<file path="src/clk_synth_pkg.sv">
// Constants and types shared by the clock synthesis loop control block.
// Assumes a 32-bit APB bus with byte addresses and one aligned word per register.
package clk_synth_pkg;

    // Register byte offsets
    localparam logic [7:0] OFF_CTRL    = 8'h00;
    localparam logic [7:0] OFF_PRE     = 8'h04;
    localparam logic [7:0] OFF_FB      = 8'h08;
    localparam logic [7:0] OFF_STATUS  = 8'h0c;
    localparam logic [7:0] OFF_POST0   = 8'h10;
    localparam logic [7:0] OFF_POST4   = 8'h20;
    localparam logic [7:0] OFF_CASCADE = 8'h24;
    localparam int         POST_STRIDE_SHIFT = 2;
    localparam logic [1:0] WORD_ALIGN  = 2'h0;

    // Widths
    localparam int NUM_POST = 5;
    localparam int CNT_W    = 9;   // Stored as value minus one: 1..512
    localparam int HL_W     = 8;   // High/low counts stored minus one: 1..256
    localparam int DIV_W    = 10;
    localparam int PER_W    = 16;
    localparam int LOSS_W   = 3;
    localparam int LOCK_W   = 4;

    // Largest divide allowed when high and low differ by more than one
    localparam logic [DIV_W-1:0] DUTY_ANY_MAX = 10'h100;
    localparam logic [DIV_W-1:0] HL_OFFSET    = 10'h002;

    typedef struct packed {
        logic sw_req;     // Manual switch request, acts on its rising edge
        logic auto_en;    // Automatic switchover enable
        logic det_gate;   // Phase detector output gate
        logic loop_rst;   // Loop reset
    } ctrl_t;

    typedef struct packed {
        logic            bypass;  // Divide by one
        logic [HL_W-1:0] high_m1;
        logic [HL_W-1:0] low_m1;
    } post_cfg_t;

    typedef struct packed {
        logic busy;
        logic active_sel;
        logic backup_loss;
        logic primary_loss;
        logic locked;
    } status_t;

    typedef enum logic [1:0] {
        SW_RUN  = 2'b00,
        SW_GATE = 2'b01,
        SW_WAIT = 2'b10
    } sw_state_t;

    localparam ctrl_t          CTRL_RST = 4'h6;
    localparam logic [CNT_W-1:0] PRE_RST  = 9'h000;
    localparam logic [CNT_W-1:0] FB_RST   = 9'h000;
    localparam post_cfg_t      POST_RST = 17'h00000;

endpackage : clk_synth_pkg

</file>
<file path="src/clk_synth.sv">
// Digital control of a clock synthesis loop: pre-scale, feedback and five
// post-scale counters, detector gate, loop reset, lock flag and reference
// switchover. Reference clocks are slow against pclk and sampled as levels;
// the oscillator is a tick enable whose period in pclk cycles the loop trims.
`timescale 1ns/10ps

// Overview of operation
// Pre-scale and feedback counters accept every setting from 1 to 512.
// Pre-scale counter only divides; it has no high or low counts.
// Five independent post-scale counters each divide the oscillator for one output.
// Post counters reach 512 at 50% duty, only 256 at other duties.
// Post divide ratio equals high count plus low count in oscillator cycles.
// Output rate is reference times feedback over pre-scale and post-scale.
// A chained counter pair divides by the product of both settings.
// Chaining comes from build configuration and cannot change at run time.
// Duty steps are 100% over divide value, via high and low counts in whole cycles.
// Detector gate low freezes oscillator control; outputs keep running.
// Loop reset clears counters, outputs, lock and restores nominal oscillator.
// On reset release counters resynchronise to the selected reference.
// User logic pulses loop reset after lock loss or switchover.
// User logic asserts loop reset only after the reference is stable.
// Lock rises when feedback matches reference; it may toggle meanwhile.
// Automatic mode moves to the backup when the current reference stops.
// Loss flag per reference plus selected-reference indicator are exported.
// Automatic switching may go back and forth without limit.
// User logic switches manually when references differ beyond 20%.
// Primary low for about two periods raises its loss flag and switches.
// Multiplexer changes only on a falling edge of an available reference.
// Indicator is low for primary, high for backup reference.
// Manual request acts on its rising edge only, never on falling.
// Switch gates old clock on its falling edge, then moves on new fall.
// Switch waits until the target reference is present.
// Loss is found by counting the other reference's edges; toggling clears it.
module clk_synth #(
    parameter logic [clk_synth_pkg::PER_W-1:0]    NOMINAL_PERIOD = 16'h0004,
    parameter logic [clk_synth_pkg::PER_W-1:0]    MAX_PERIOD     = 16'h0100,
    parameter logic [clk_synth_pkg::LOCK_W-1:0]   LOCK_COUNT     = 4'h4,
    parameter logic [clk_synth_pkg::LOSS_W-1:0]   LOSS_EDGES     = 3'h2,
    parameter logic [clk_synth_pkg::NUM_POST-1:0] CASCADE_MASK   = 5'h00
) (
    input  wire logic                                    pclk,
    input  wire logic                                    presetn,
    input  wire logic                                    psel,
    input  wire logic                                    penable,
    input  wire logic                                    pwrite,
    input  wire logic [7:0]                              paddr,
    input  wire logic [31:0]                             pwdata,
    output logic      [31:0]                             prdata,
    output logic                                         pready,
    output logic                                         pslverr,
    input  wire logic                                    primary_ref_clock,
    input  wire logic                                    backup_ref_clock,
    output logic                                         selected_ref_clock,
    output logic      [clk_synth_pkg::NUM_POST-1:0]      output_clocks,
    output clk_synth_pkg::status_t                       status
);
    import clk_synth_pkg::*;

    typedef struct packed {
        ctrl_t                          ctrl;
        logic [CNT_W-1:0]               pre_m1;
        logic [CNT_W-1:0]               fb_m1;
        post_cfg_t [NUM_POST-1:0]       post;
        logic                           p_prev;
        logic                           b_prev;
        logic [LOSS_W-1:0]              loss_cnt0;
        logic [LOSS_W-1:0]              loss_cnt1;
        logic                           loss0;
        logic                           loss1;
        sw_state_t                      sw_state;
        logic                           sel;
        logic                           gated;
        logic                           req_prev;
        logic                           ref_out;
        logic                           sync_wait;
        logic [PER_W-1:0]               ctl;
        logic [PER_W-1:0]               vcnt;
        logic [CNT_W-1:0]               ncnt;
        logic [CNT_W-1:0]               mcnt;
        logic                           fb_seen;
        logic [LOCK_W-1:0]              lock_cnt;
        logic                           locked;
        logic [NUM_POST-1:0][DIV_W-1:0] pcnt;
        logic [NUM_POST-1:0]            pout;
        logic [31:0]                    rdata;
        logic                           err;
    } state_t;

    localparam state_t ST_RST = '{
        ctrl: CTRL_RST, pre_m1: PRE_RST, fb_m1: FB_RST, post: {NUM_POST{POST_RST}},
        sw_state: SW_RUN, ctl: NOMINAL_PERIOD, sync_wait: 1'b1, default: '0};

    state_t           st_reg;
    state_t           st_next;
    logic             p_rise, p_fall, b_rise, b_fall;
    logic             ref_now, ref_rise, tick, ref_ev, fb_ev;
    logic             cur_lost, new_lost, old_fall, new_fall, sw_rise, auto_trig;
    logic             setup, wr, post_hit, post_bad;
    logic [2:0]       post_idx;
    logic [7:0]       post_off;
    post_cfg_t        wcfg;
    logic [DIV_W-1:0] whi, wlo;
    logic [DIV_W-1:0] div;
    logic [NUM_POST-1:0] ce;
    logic [NUM_POST-1:0] prise;

    always_comb begin
        st_next  = st_reg;
        tick     = 1'b0;
        ref_ev   = 1'b0;
        fb_ev    = 1'b0;
        div      = '0;
        ce       = '0;
        prise    = '0;

        p_rise = primary_ref_clock & ~st_reg.p_prev;
        p_fall = ~primary_ref_clock & st_reg.p_prev;
        b_rise = backup_ref_clock & ~st_reg.b_prev;
        b_fall = ~backup_ref_clock & st_reg.b_prev;
        st_next.p_prev = primary_ref_clock;
        st_next.b_prev = backup_ref_clock;

        // Clock sense by other-edge count
        // Primary silent for two backup periods
        if (p_rise) begin
            st_next.loss_cnt0 = '0;
            st_next.loss0     = 1'b0;
        end else if (b_rise && !st_reg.loss0) begin
            st_next.loss_cnt0 = st_reg.loss_cnt0 + 1'b1;
            st_next.loss0     = (st_next.loss_cnt0 == LOSS_EDGES);
        end
        if (b_rise) begin
            st_next.loss_cnt1 = '0;
            st_next.loss1     = 1'b0;
        end else if (p_rise && !st_reg.loss1) begin
            st_next.loss_cnt1 = st_reg.loss_cnt1 + 1'b1;
            st_next.loss1     = (st_next.loss_cnt1 == LOSS_EDGES);
        end

        cur_lost  = st_reg.sel ? st_reg.loss1 : st_reg.loss0;
        new_lost  = st_reg.sel ? st_reg.loss0 : st_reg.loss1;
        old_fall  = st_reg.sel ? b_fall : p_fall;
        new_fall  = st_reg.sel ? p_fall : b_fall;
        // Manual request edge only
        sw_rise   = st_reg.ctrl.sw_req & ~st_reg.req_prev;
        st_next.req_prev = st_reg.ctrl.sw_req;
        // Automatic trigger, repeatable
        auto_trig = st_reg.ctrl.auto_en & cur_lost & ~new_lost;

        // Gate on old fall, swap on new fall
        // A dead old clock has no fall, so gating happens at once
        case (st_reg.sw_state)
            SW_RUN: begin
                if (sw_rise || auto_trig) begin
                    if (old_fall || cur_lost) begin
                        st_next.gated    = 1'b1;
                        st_next.sw_state = SW_WAIT;
                    end else begin
                        st_next.sw_state = SW_GATE;
                    end
                end
            end
            SW_GATE: begin
                if (old_fall || cur_lost) begin
                    st_next.gated    = 1'b1;
                    st_next.sw_state = SW_WAIT;
                end
            end
            SW_WAIT: begin
                // Wait for a live target
                if (new_fall && !new_lost) begin
                    st_next.sel      = ~st_reg.sel;
                    st_next.gated    = 1'b0;
                    st_next.sw_state = SW_RUN;
                end
            end
            default: st_next.sw_state = SW_RUN;
        endcase

        ref_now = ~st_reg.gated & (st_reg.sel ? backup_ref_clock : primary_ref_clock);
        st_next.ref_out = ref_now;
        ref_rise = ref_now & ~st_reg.ref_out;

        if (st_reg.ctrl.loop_rst) begin
            // Loop reset clears and restores nominal
            st_next.ncnt      = '0;
            st_next.mcnt      = '0;
            st_next.vcnt      = '0;
            st_next.ctl       = NOMINAL_PERIOD;
            st_next.locked    = 1'b0;
            st_next.lock_cnt  = '0;
            st_next.fb_seen   = 1'b0;
            st_next.pcnt      = '0;
            st_next.pout      = '0;
            st_next.sync_wait = 1'b1;
        end else if (st_reg.sync_wait) begin
            // Restart on first selected reference edge
            if (ref_rise) begin
                st_next.sync_wait = 1'b0;
            end
        end else begin
            // A shortened period must not leave the count stranded past its end
            tick = (st_reg.vcnt >= st_reg.ctl - 1'b1);
            st_next.vcnt = tick ? '0 : st_reg.vcnt + 1'b1;
            // Pre-scale divide 1..512, no duty counts
            if (ref_rise) begin
                ref_ev = (st_reg.ncnt == st_reg.pre_m1);
                st_next.ncnt = ref_ev ? '0 : st_reg.ncnt + 1'b1;
            end
            // Feedback divide 1..512
            if (tick) begin
                fb_ev = (st_reg.mcnt == st_reg.fb_m1);
                st_next.mcnt = fb_ev ? '0 : st_reg.mcnt + 1'b1;
            end
            // Gate low holds control value
            // Trim drives feedback rate to reference over pre-scale
            if (st_reg.ctrl.det_gate) begin
                if (ref_ev && fb_ev && !st_reg.fb_seen) begin
                    // Lone coincident feedback builds lock; a second one is a harmonic
                    st_next.fb_seen = 1'b0;
                    if (st_reg.lock_cnt != LOCK_COUNT) begin
                        st_next.lock_cnt = st_reg.lock_cnt + 1'b1;
                    end
                    st_next.locked = (st_next.lock_cnt == LOCK_COUNT);
                end else if (ref_ev || (fb_ev && st_reg.fb_seen)) begin
                    // Feedback early means the oscillator runs fast
                    if (st_reg.fb_seen || fb_ev) begin
                        if (st_reg.ctl != MAX_PERIOD) begin
                            st_next.ctl = st_reg.ctl + 1'b1;
                        end
                    end else if (st_reg.ctl > PER_W'(1)) begin
                        st_next.ctl = st_reg.ctl - 1'b1;
                    end
                    // Realign oscillator phase to the reference edge
                    if (ref_ev) begin
                        st_next.vcnt = '0;
                        st_next.mcnt = '0;
                    end
                    st_next.fb_seen  = fb_ev && !ref_ev;
                    st_next.lock_cnt = '0;
                    st_next.locked   = 1'b0;
                end else if (fb_ev) begin
                    st_next.fb_seen = 1'b1;
                end
            end
            // Five post counters on the oscillator tick
            for (int i = 0; i < NUM_POST; i++) begin
                // Chained counter clocks on previous output rise
                // Chaining fixed by parameter
                ce[i] = (i > 0 && CASCADE_MASK[i]) ? prise[(i + NUM_POST - 1) % NUM_POST] : tick;
                // Divide is high plus low
                div = DIV_W'(st_reg.post[i].high_m1) + DIV_W'(st_reg.post[i].low_m1) + HL_OFFSET;
                if (st_reg.post[i].bypass) begin
                    st_next.pout[i] = ce[i];
                end else if (ce[i]) begin
                    st_next.pcnt[i] = (st_reg.pcnt[i] == div - 1'b1) ? '0 : st_reg.pcnt[i] + 1'b1;
                    // High time in whole oscillator cycles
                    st_next.pout[i] = st_next.pcnt[i] <= DIV_W'(st_reg.post[i].high_m1);
                end
                prise[i] = st_next.pout[i] & ~st_reg.pout[i];
            end
        end

        // APB: decode in setup, answer in a single access cycle
        setup    = psel & ~penable;
        wr       = psel & penable & pwrite & ~st_reg.err;
        post_off = paddr - OFF_POST0;
        post_idx = post_off[4:2];
        post_hit = (paddr >= OFF_POST0) && (paddr <= OFF_POST4) && (paddr[1:0] == WORD_ALIGN);
        wcfg     = pwdata[16:0];
        whi      = DIV_W'(wcfg.high_m1);
        wlo      = DIV_W'(wcfg.low_m1);
        // Uneven duty limited to 256
        post_bad = post_hit && pwrite && !wcfg.bypass && (whi != wlo) &&
                   (whi != wlo + 1'b1) && (wlo != whi + 1'b1) && (whi + wlo + HL_OFFSET > DUTY_ANY_MAX);
        if (setup) begin
            st_next.err   = 1'b0;
            st_next.rdata = '0;
            if (post_hit) begin
                st_next.rdata = 32'(st_reg.post[post_idx]);
                st_next.err   = post_bad;
            end else begin
                case (paddr)
                    OFF_CTRL:    st_next.rdata = 32'(st_reg.ctrl);
                    OFF_PRE:     st_next.rdata = 32'(st_reg.pre_m1);
                    OFF_FB:      st_next.rdata = 32'(st_reg.fb_m1);
                    OFF_STATUS:  st_next.rdata = 32'(status);
                    OFF_CASCADE: st_next.rdata = 32'(CASCADE_MASK);
                    default:     st_next.err   = 1'b1;
                endcase
            end
        end
        if (wr) begin
            if (post_hit) begin
                st_next.post[post_idx] = wcfg;
            end else begin
                case (paddr)
                    OFF_CTRL: st_next.ctrl   = pwdata[3:0];
                    // A new setting restarts its count, so none is left beyond it
                    OFF_PRE: begin
                        st_next.pre_m1 = pwdata[CNT_W-1:0];
                        st_next.ncnt   = '0;
                    end
                    OFF_FB: begin
                        st_next.fb_m1 = pwdata[CNT_W-1:0];
                        st_next.mcnt  = '0;
                    end
                    default:  st_next.ctrl   = st_next.ctrl;
                endcase
            end
        end
    end

    always_ff @(posedge pclk or negedge presetn) begin
        if (!presetn) begin
            st_reg <= ST_RST;
        end else begin
            st_reg <= st_next;
        end
    end

    assign pready  = 1'b1;
    assign prdata  = st_reg.rdata;
    assign pslverr = st_reg.err;
    assign selected_ref_clock = st_reg.ref_out;
    assign output_clocks      = st_reg.pout;
    // Loss flags and select indicator among five status bits, sel high means backup
    assign status = '{busy: st_reg.sw_state != SW_RUN, active_sel: st_reg.sel,
                      backup_loss: st_reg.loss1, primary_loss: st_reg.loss0,
                      locked: st_reg.locked};
endmodule : clk_synth

</file>
<file path="config.mk">
export PLATFORM = sky130hd
export DESIGN_NAME = clk_synth
export DESIGN_NICKNAME = d
export VERILOG_FILES = /design/src/clk_synth_pkg.sv /design/src/clk_synth.sv
export SDC_FILE = /design/constraint.sdc
export NUM_CORES = 1
export LEC_CHECK = 0
export BUFFER_PORTS_ARGS = -buffer_cell sky130_fd_sc_hd__buf_2
export CAP_MARGIN = 20
export CORE_MARGIN = 5
export CORE_UTILIZATION = 30
export DETAILED_ROUTE_END_ITERATION = 8
export PLACE_DENSITY = 0.46
export SLEW_MARGIN = 0
export SYNTH_ARGS = -nofsm -noshare
export SYNTH_HDL_FRONTEND = slang
export SYNTH_SLANG_ARGS = --single-unit
</file>
<file path="constraint.sdc">
create_clock -name pclk -period 3.7 [get_ports pclk]
set_input_delay 0 -clock pclk [delete_from_list [all_inputs] [get_ports pclk]]
set_output_delay 0 -clock pclk [all_outputs]
set_load 0.05 [all_outputs]
</file>
[Word level (Yosys, flattened, before mapping)]
Cells that the tools add are included.
Storage, ports and cells
  output and inout port bits: 45
  bits in registers: 268
Cells by class
  magnitude comparators: 12
  equal/unequal tests: 32
  reductions and logical operators: 65
  add/subtract/negate cells: 33
  multiplexer cells: 93
  bitwise logic cells: 25
Operators by type and width (count)
  2-to-1 mux 10 bit: 15
  2-to-1 mux 112 bit: 1
  2-to-1 mux 111 bit: 1
  2-to-1 mux 32 bit: 3
  bitwise mux 85 bit: 1
  2-to-1 mux 9 bit: 9
  2-to-1 mux 16 bit: 5
  adder 9 x 2 -> 10 bit, second input constant: 6
  adder 8 x 8 -> 9 bit: 6
  2-to-1 mux 18 bit: 3
  binary-select mux 17 bit (select 3 bit): 1
  demux 17 bit (select 3 bit): 1
  adder 10 x 1 -> 10 bit, second input constant: 5
  == test 10 bit: 5
  less-or-equal comparator 10 x 8 -> 1 bit: 5
  subtractor 10 x 1 -> 10 bit, second input constant: 5
  case mux 9 bit (4 select lines): 1
  AND reduction 3 bit: 12
  2-to-1 mux 17 bit: 2
  adder 16 x 1 -> 16 bit, second input constant: 2
  2-to-1 mux 1 bit: 32
  2-to-1 mux 4 bit: 6
  nonzero test 3 bit: 8
  adder 8 x 1 -> 9 bit, second input constant: 2
  46 further kinds: 123

[Depth between registers and ports, before layout]
  depth in word-level cells: 20
  mapped depth: 20
  gate-level depth less buffers: 19

[Worst setup path after synthesis]
OpenSTA, ideal clock, no wires.
  path kind: reg-to-reg
  start point: reg st_reg[128] in the netlist's numbering
  end point: reg st_reg[46] in the netlist's numbering
  stages on the path, launching flop included: 19
  clock period less this slack: 3.795 ns
  arrival time: 3.719 ns
  required time: 3.624 ns
  buffers on the path: 2
  path slack: -0.095 ns
  cell sequence: dfrtp_1 inv_1 ha_1 or4b_4 nor4_4 nand2_1 xnor2_1 inv_1 ha_1 a21o_1 nand2_1 a41o_1 a21o_1 buf_4 a2111oi_2 o31a_1 buf_2 a21oi_1 o21ai_1
On the way
  longest elaborated chain between the ends: 4
Ends and longest elaborated chain
  start: declaration: line clk_synth.sv:93  | state_t st_reg;
  start signal: assignment: line clk_synth.sv:318  | st_reg <= st_next;
  subtractor 16 x 1 -> 16 bit: line clk_synth.sv:203  | tick = (st_reg.vcnt >= st_reg.ctl - 1'b1);
  greater-or-equal comparator 16 bit: line clk_synth.sv:203
  nonzero test 2 bit (no source line)
  AND reduction 3 bit (no source line)
No other way between the ends.
A chain may end at the register's enable or synchronous reset.

[Final worst setup path]
  start point: reg st_reg[129] in the netlist's numbering
  end point: reg st_reg[43] in the netlist's numbering
Same word-level chain as after synthesis.

==> impl_metrics.json <==
{
  "r2r_cells": 17,
  "crit_arrival_ps": 4230,
  "cts_max_path_buffers": 3,
  "dieArea_mm2": 0.06703,
  "rows": 91,
  "p_leak_nw": 10.42,
  "syn_inst": 1992,
  "synth-edff-count": 0,
  "max_cap_violations": 0,
  "wl_met2_mm": 28.76,
  "synthTopCellsByArea": "dfrtp_1, ha_1, mux2_2, xnor2_1, nor2_1",
  "cts_tree": "done",
  "area_growth_pct": 24.26,
  "synth.distinct_cells": 95,
  "reg2reg_to": "st_reg[43]",
  "hold-worst-slack_ps": 32.59,
  "synth_seq_area_share": 0.3409,
  "hold_depth": 4,
  "cts_root_buffer": "clkbuf_16",
  "drive_gt1_frac": 0.2794,
  "grt_pass1_vias": 15650,
  "syn_area_per_cell_um2": 9.330,
  "fin_skew_ps": 10.16,
  "clock_sinks": 253,
  "largest_reg_flops": 224,
  "rsz0062_at_grt": "yes",
  "async_reset_ff_frac": 1.000,
  "io_buffers": 60,
  "wl_met3_mm": 2.290,
  "routedWlPerCell_um": 19.85,
  "fin_crit_ps": 3752,
  "critPathLaunch": "st_reg[129]",
  "grt_pass1_wl_mm": 93.70,
  "relSlewSlack": 0.3687,
  "wl_mm": 59.88,
  "antenna_found_initial": 2,
  "p_total_mw": 10.80,
  "cts_max_level": 2,
  "grt_max_degree": 89,
  "slew_violations": 0,
  "antenna_left": 0,
  "grt_overflow_total": 0,
  "worst-path-max-fanout": 14,
  "viasPerCell": 5.243,
  "min_from": "pwdata[1]",
  "status": "complete, but fails checks",
  "hold_viol": 0,
  "violations": "negative setup slack",
  "place_ws_ps": -351.5,
  "clk_pin_slew_ps": 60,
  "syn_area_mm2": 0.01859,
  "die_y_um": 258.9,
  "dr.max_layer_used": "met4",
  "p_per_area_mw_per_mm2": 467.8,
  "cp-end-kind": "register",
  "boundaryPins": 92,
  "grtUsageTotal": 0.1748,
  "start_util": 0.3023,
  "synth_ff_type": "dfrtp_1",
  "start_kind": "register",
  "final_nets": 2384,
  "hp-class": "primary input to register",
  "crit_type": "register to register",
  "core_mm2": 0.06148,
  "fin_crit_sh": 1.014,
  "placed_area_mm2": 0.02071,
  "fin_ws_ps": -51.90,
  "ys_warn_count": 0,
  "stdcell_area_mm2": 0.02309,
  "fmax_mhz": 266.5,
  "drt-met1-wl_mm": 27.27,
  "worstSkewPairLatency_ps": 540,
  "fillers": 6199,
  "holdPathEnd": "st_reg[265]",
  "ys_ff_latch": 253,
  "cts_buffers": 34,
  "yosysTopAreaCell": "dfrtp_1",
  "die_w_um": 258.9,
  "r2r_start": "st_reg[129]",
  "vdd_drop_max_mv": 0.3270,
  "place_hpwl_mm": 44.40,
  "drt-initial-drc-count": 866,
  "drc": 0,
  "tightest_slew_ps": 945.1,
  "synth_top_area_share": 0.3353,
  "setup_viol_count_final": 14,
  "r2r_slack_ps": -50,
  "gp_congestion": 0.8351,
  "critical_path_required_ps": 4180,
  "num_vias": 15820,
  "drt-pass1-iter-count": 5
}
[worst max-delay path by stage]
stage	to	slack [ps]
2_1_floorplan	st_reg[46]	8
3_3_place_gp	st_reg[43]	-220
3_5_place_dp	st_reg[43]	-350
4_1_cts	st_reg[43]	-40
5_1_grt	output_clocks[3]	-240
6_report	st_reg[43]	-50
[routing by layer]
| layer | up-vias | GRT usage |
|---|---|---|
| met4 | 0 | 0.04176 |
| met2 | 308 | 0.2936 |
| met1 | 7854 | 0.2414 |
| li1 | 7572 | - |
| met3 | 85 | 0.02140 |
| met5 | - | 0 |
[critical path, stage by stage (launching register included)]
cell       delay (ps)
dfrtp_1           390
inv_2              80
ha_4              130
or4b_4            480
nor4_4            170
buf_4             150
buf_4             110
xnor2_1           180
ha_1              220
nand4_1           120
a41o_1            280
a21o_4            240
a2111oi_4         350
buf_4             190
o31a_1            180
buf_12            140
and3_4            170
a221o_1            90
[cells in the final DEF (no fill, tap or decap), types with 27 or more instances in the layout]
master | netlist | routed
o21ai_1 | 4 | 48
mux2_2 | 99 | 99
nand2_1 | 147 | 142
clkbuf_16 | 0 | 34
inv_1 | 86 | 80
nor2b_1 | 36 | 27
buf_4 | 45 | 170
xor2_1 | 57 | 57
buf_2 | 21 | 59
and3_1 | 29 | 27
ha_1 | 130 | 119
xnor2_1 | 100 | 95
nand4_1 | 29 | 29
nor3_1 | 51 | 37
nor2_1 | 168 | 158
a21oi_1 | 72 | 66
buf_6 | 2 | 31
nand3_1 | 76 | 72
dfrtp_1 | 249 | 249
o21ai_0 | 123 | 76
[where the power goes]
group	switching (mW)	internal [mW]
Combinational	2.31	1.80
Sequential	0.345	2.99
Clock	1.36	2.00
Total	4.01	6.79
[Yosys cell counts (all sizes together) (11+ instances only)]
cell,number
nor2,173
mux4,21
a21oi,74
and3,29
clkbuf,52
nand3,77
a221o,18
nor2b,36
nor3,56
inv,86
a21o,13
o31ai,11
ha,130
and2,17
or2,19
o21a,13
mux2,100
nor4,23
xnor2,100
o21ai,129
a211oi,20
xor2,57
a22oi,26
dfrtp,249
nand4,29
a31oi,20
nand2,151
buf,77
nand2b,19
mux2i,22
[cells by family (layout without fill, tap and decap cells)]
logic type,after synthesis,after routing,synth area share
XOR/XNOR,157,157,0.07399
other,2,17,0.0004041
adder cells (fa/ha/maj),136,136,0.09398
buffers and inverters,217,437,0.05520
AND/OR/NAND/NOR,674,674,0.1889
AO/OA/AOI/OAI,410,410,0.1487
multiplexers,143,143,0.09789
flip-flops,253,253,0.3409
[layout make-up]
| cell class | count | area [µm²] | share of cell area |
|---|---|---|---|
| clock inverter | 13 | 161.4 | 0.006989 |
| antenna | 1 | 2.502 | 0.0001084 |
| inverter | 88 | 330.3 | 0.01430 |
| timing repair buffer | 288 | 2278 | 0.09866 |
| multi-input combinational | 1536 | 12050 | 0.5219 |
| sequential | 253 | 6336 | 0.2744 |
| tap | 790 | 988.4 | 0.04280 |
| clock buffer | 48 | 943.4 | 0.04085 |
[metrics by stage]
step                  util  std cells  setup TNS, ps
floorplan                -       2006              0
global placement    0.3368       2909          -8609
detailed placement  0.3368       2909         -14310
CTS                 0.3614       2996         -78.89
global route        0.3756       3016          -7334
finish              0.3756       3017         -274.9
[timing repair]
action | CTS | global route
cloned | 1 | 1
endpoints found under the hold margin | 164 | 0
gates resized for setup | 39 | 189
endpoints found under the setup margin | 96 | 98
buffers inserted | 8 | 20
hold buffers | 18 | 0
pin swaps | 22 | 96
Note: power is estimated with default switching activity, not from simulation.
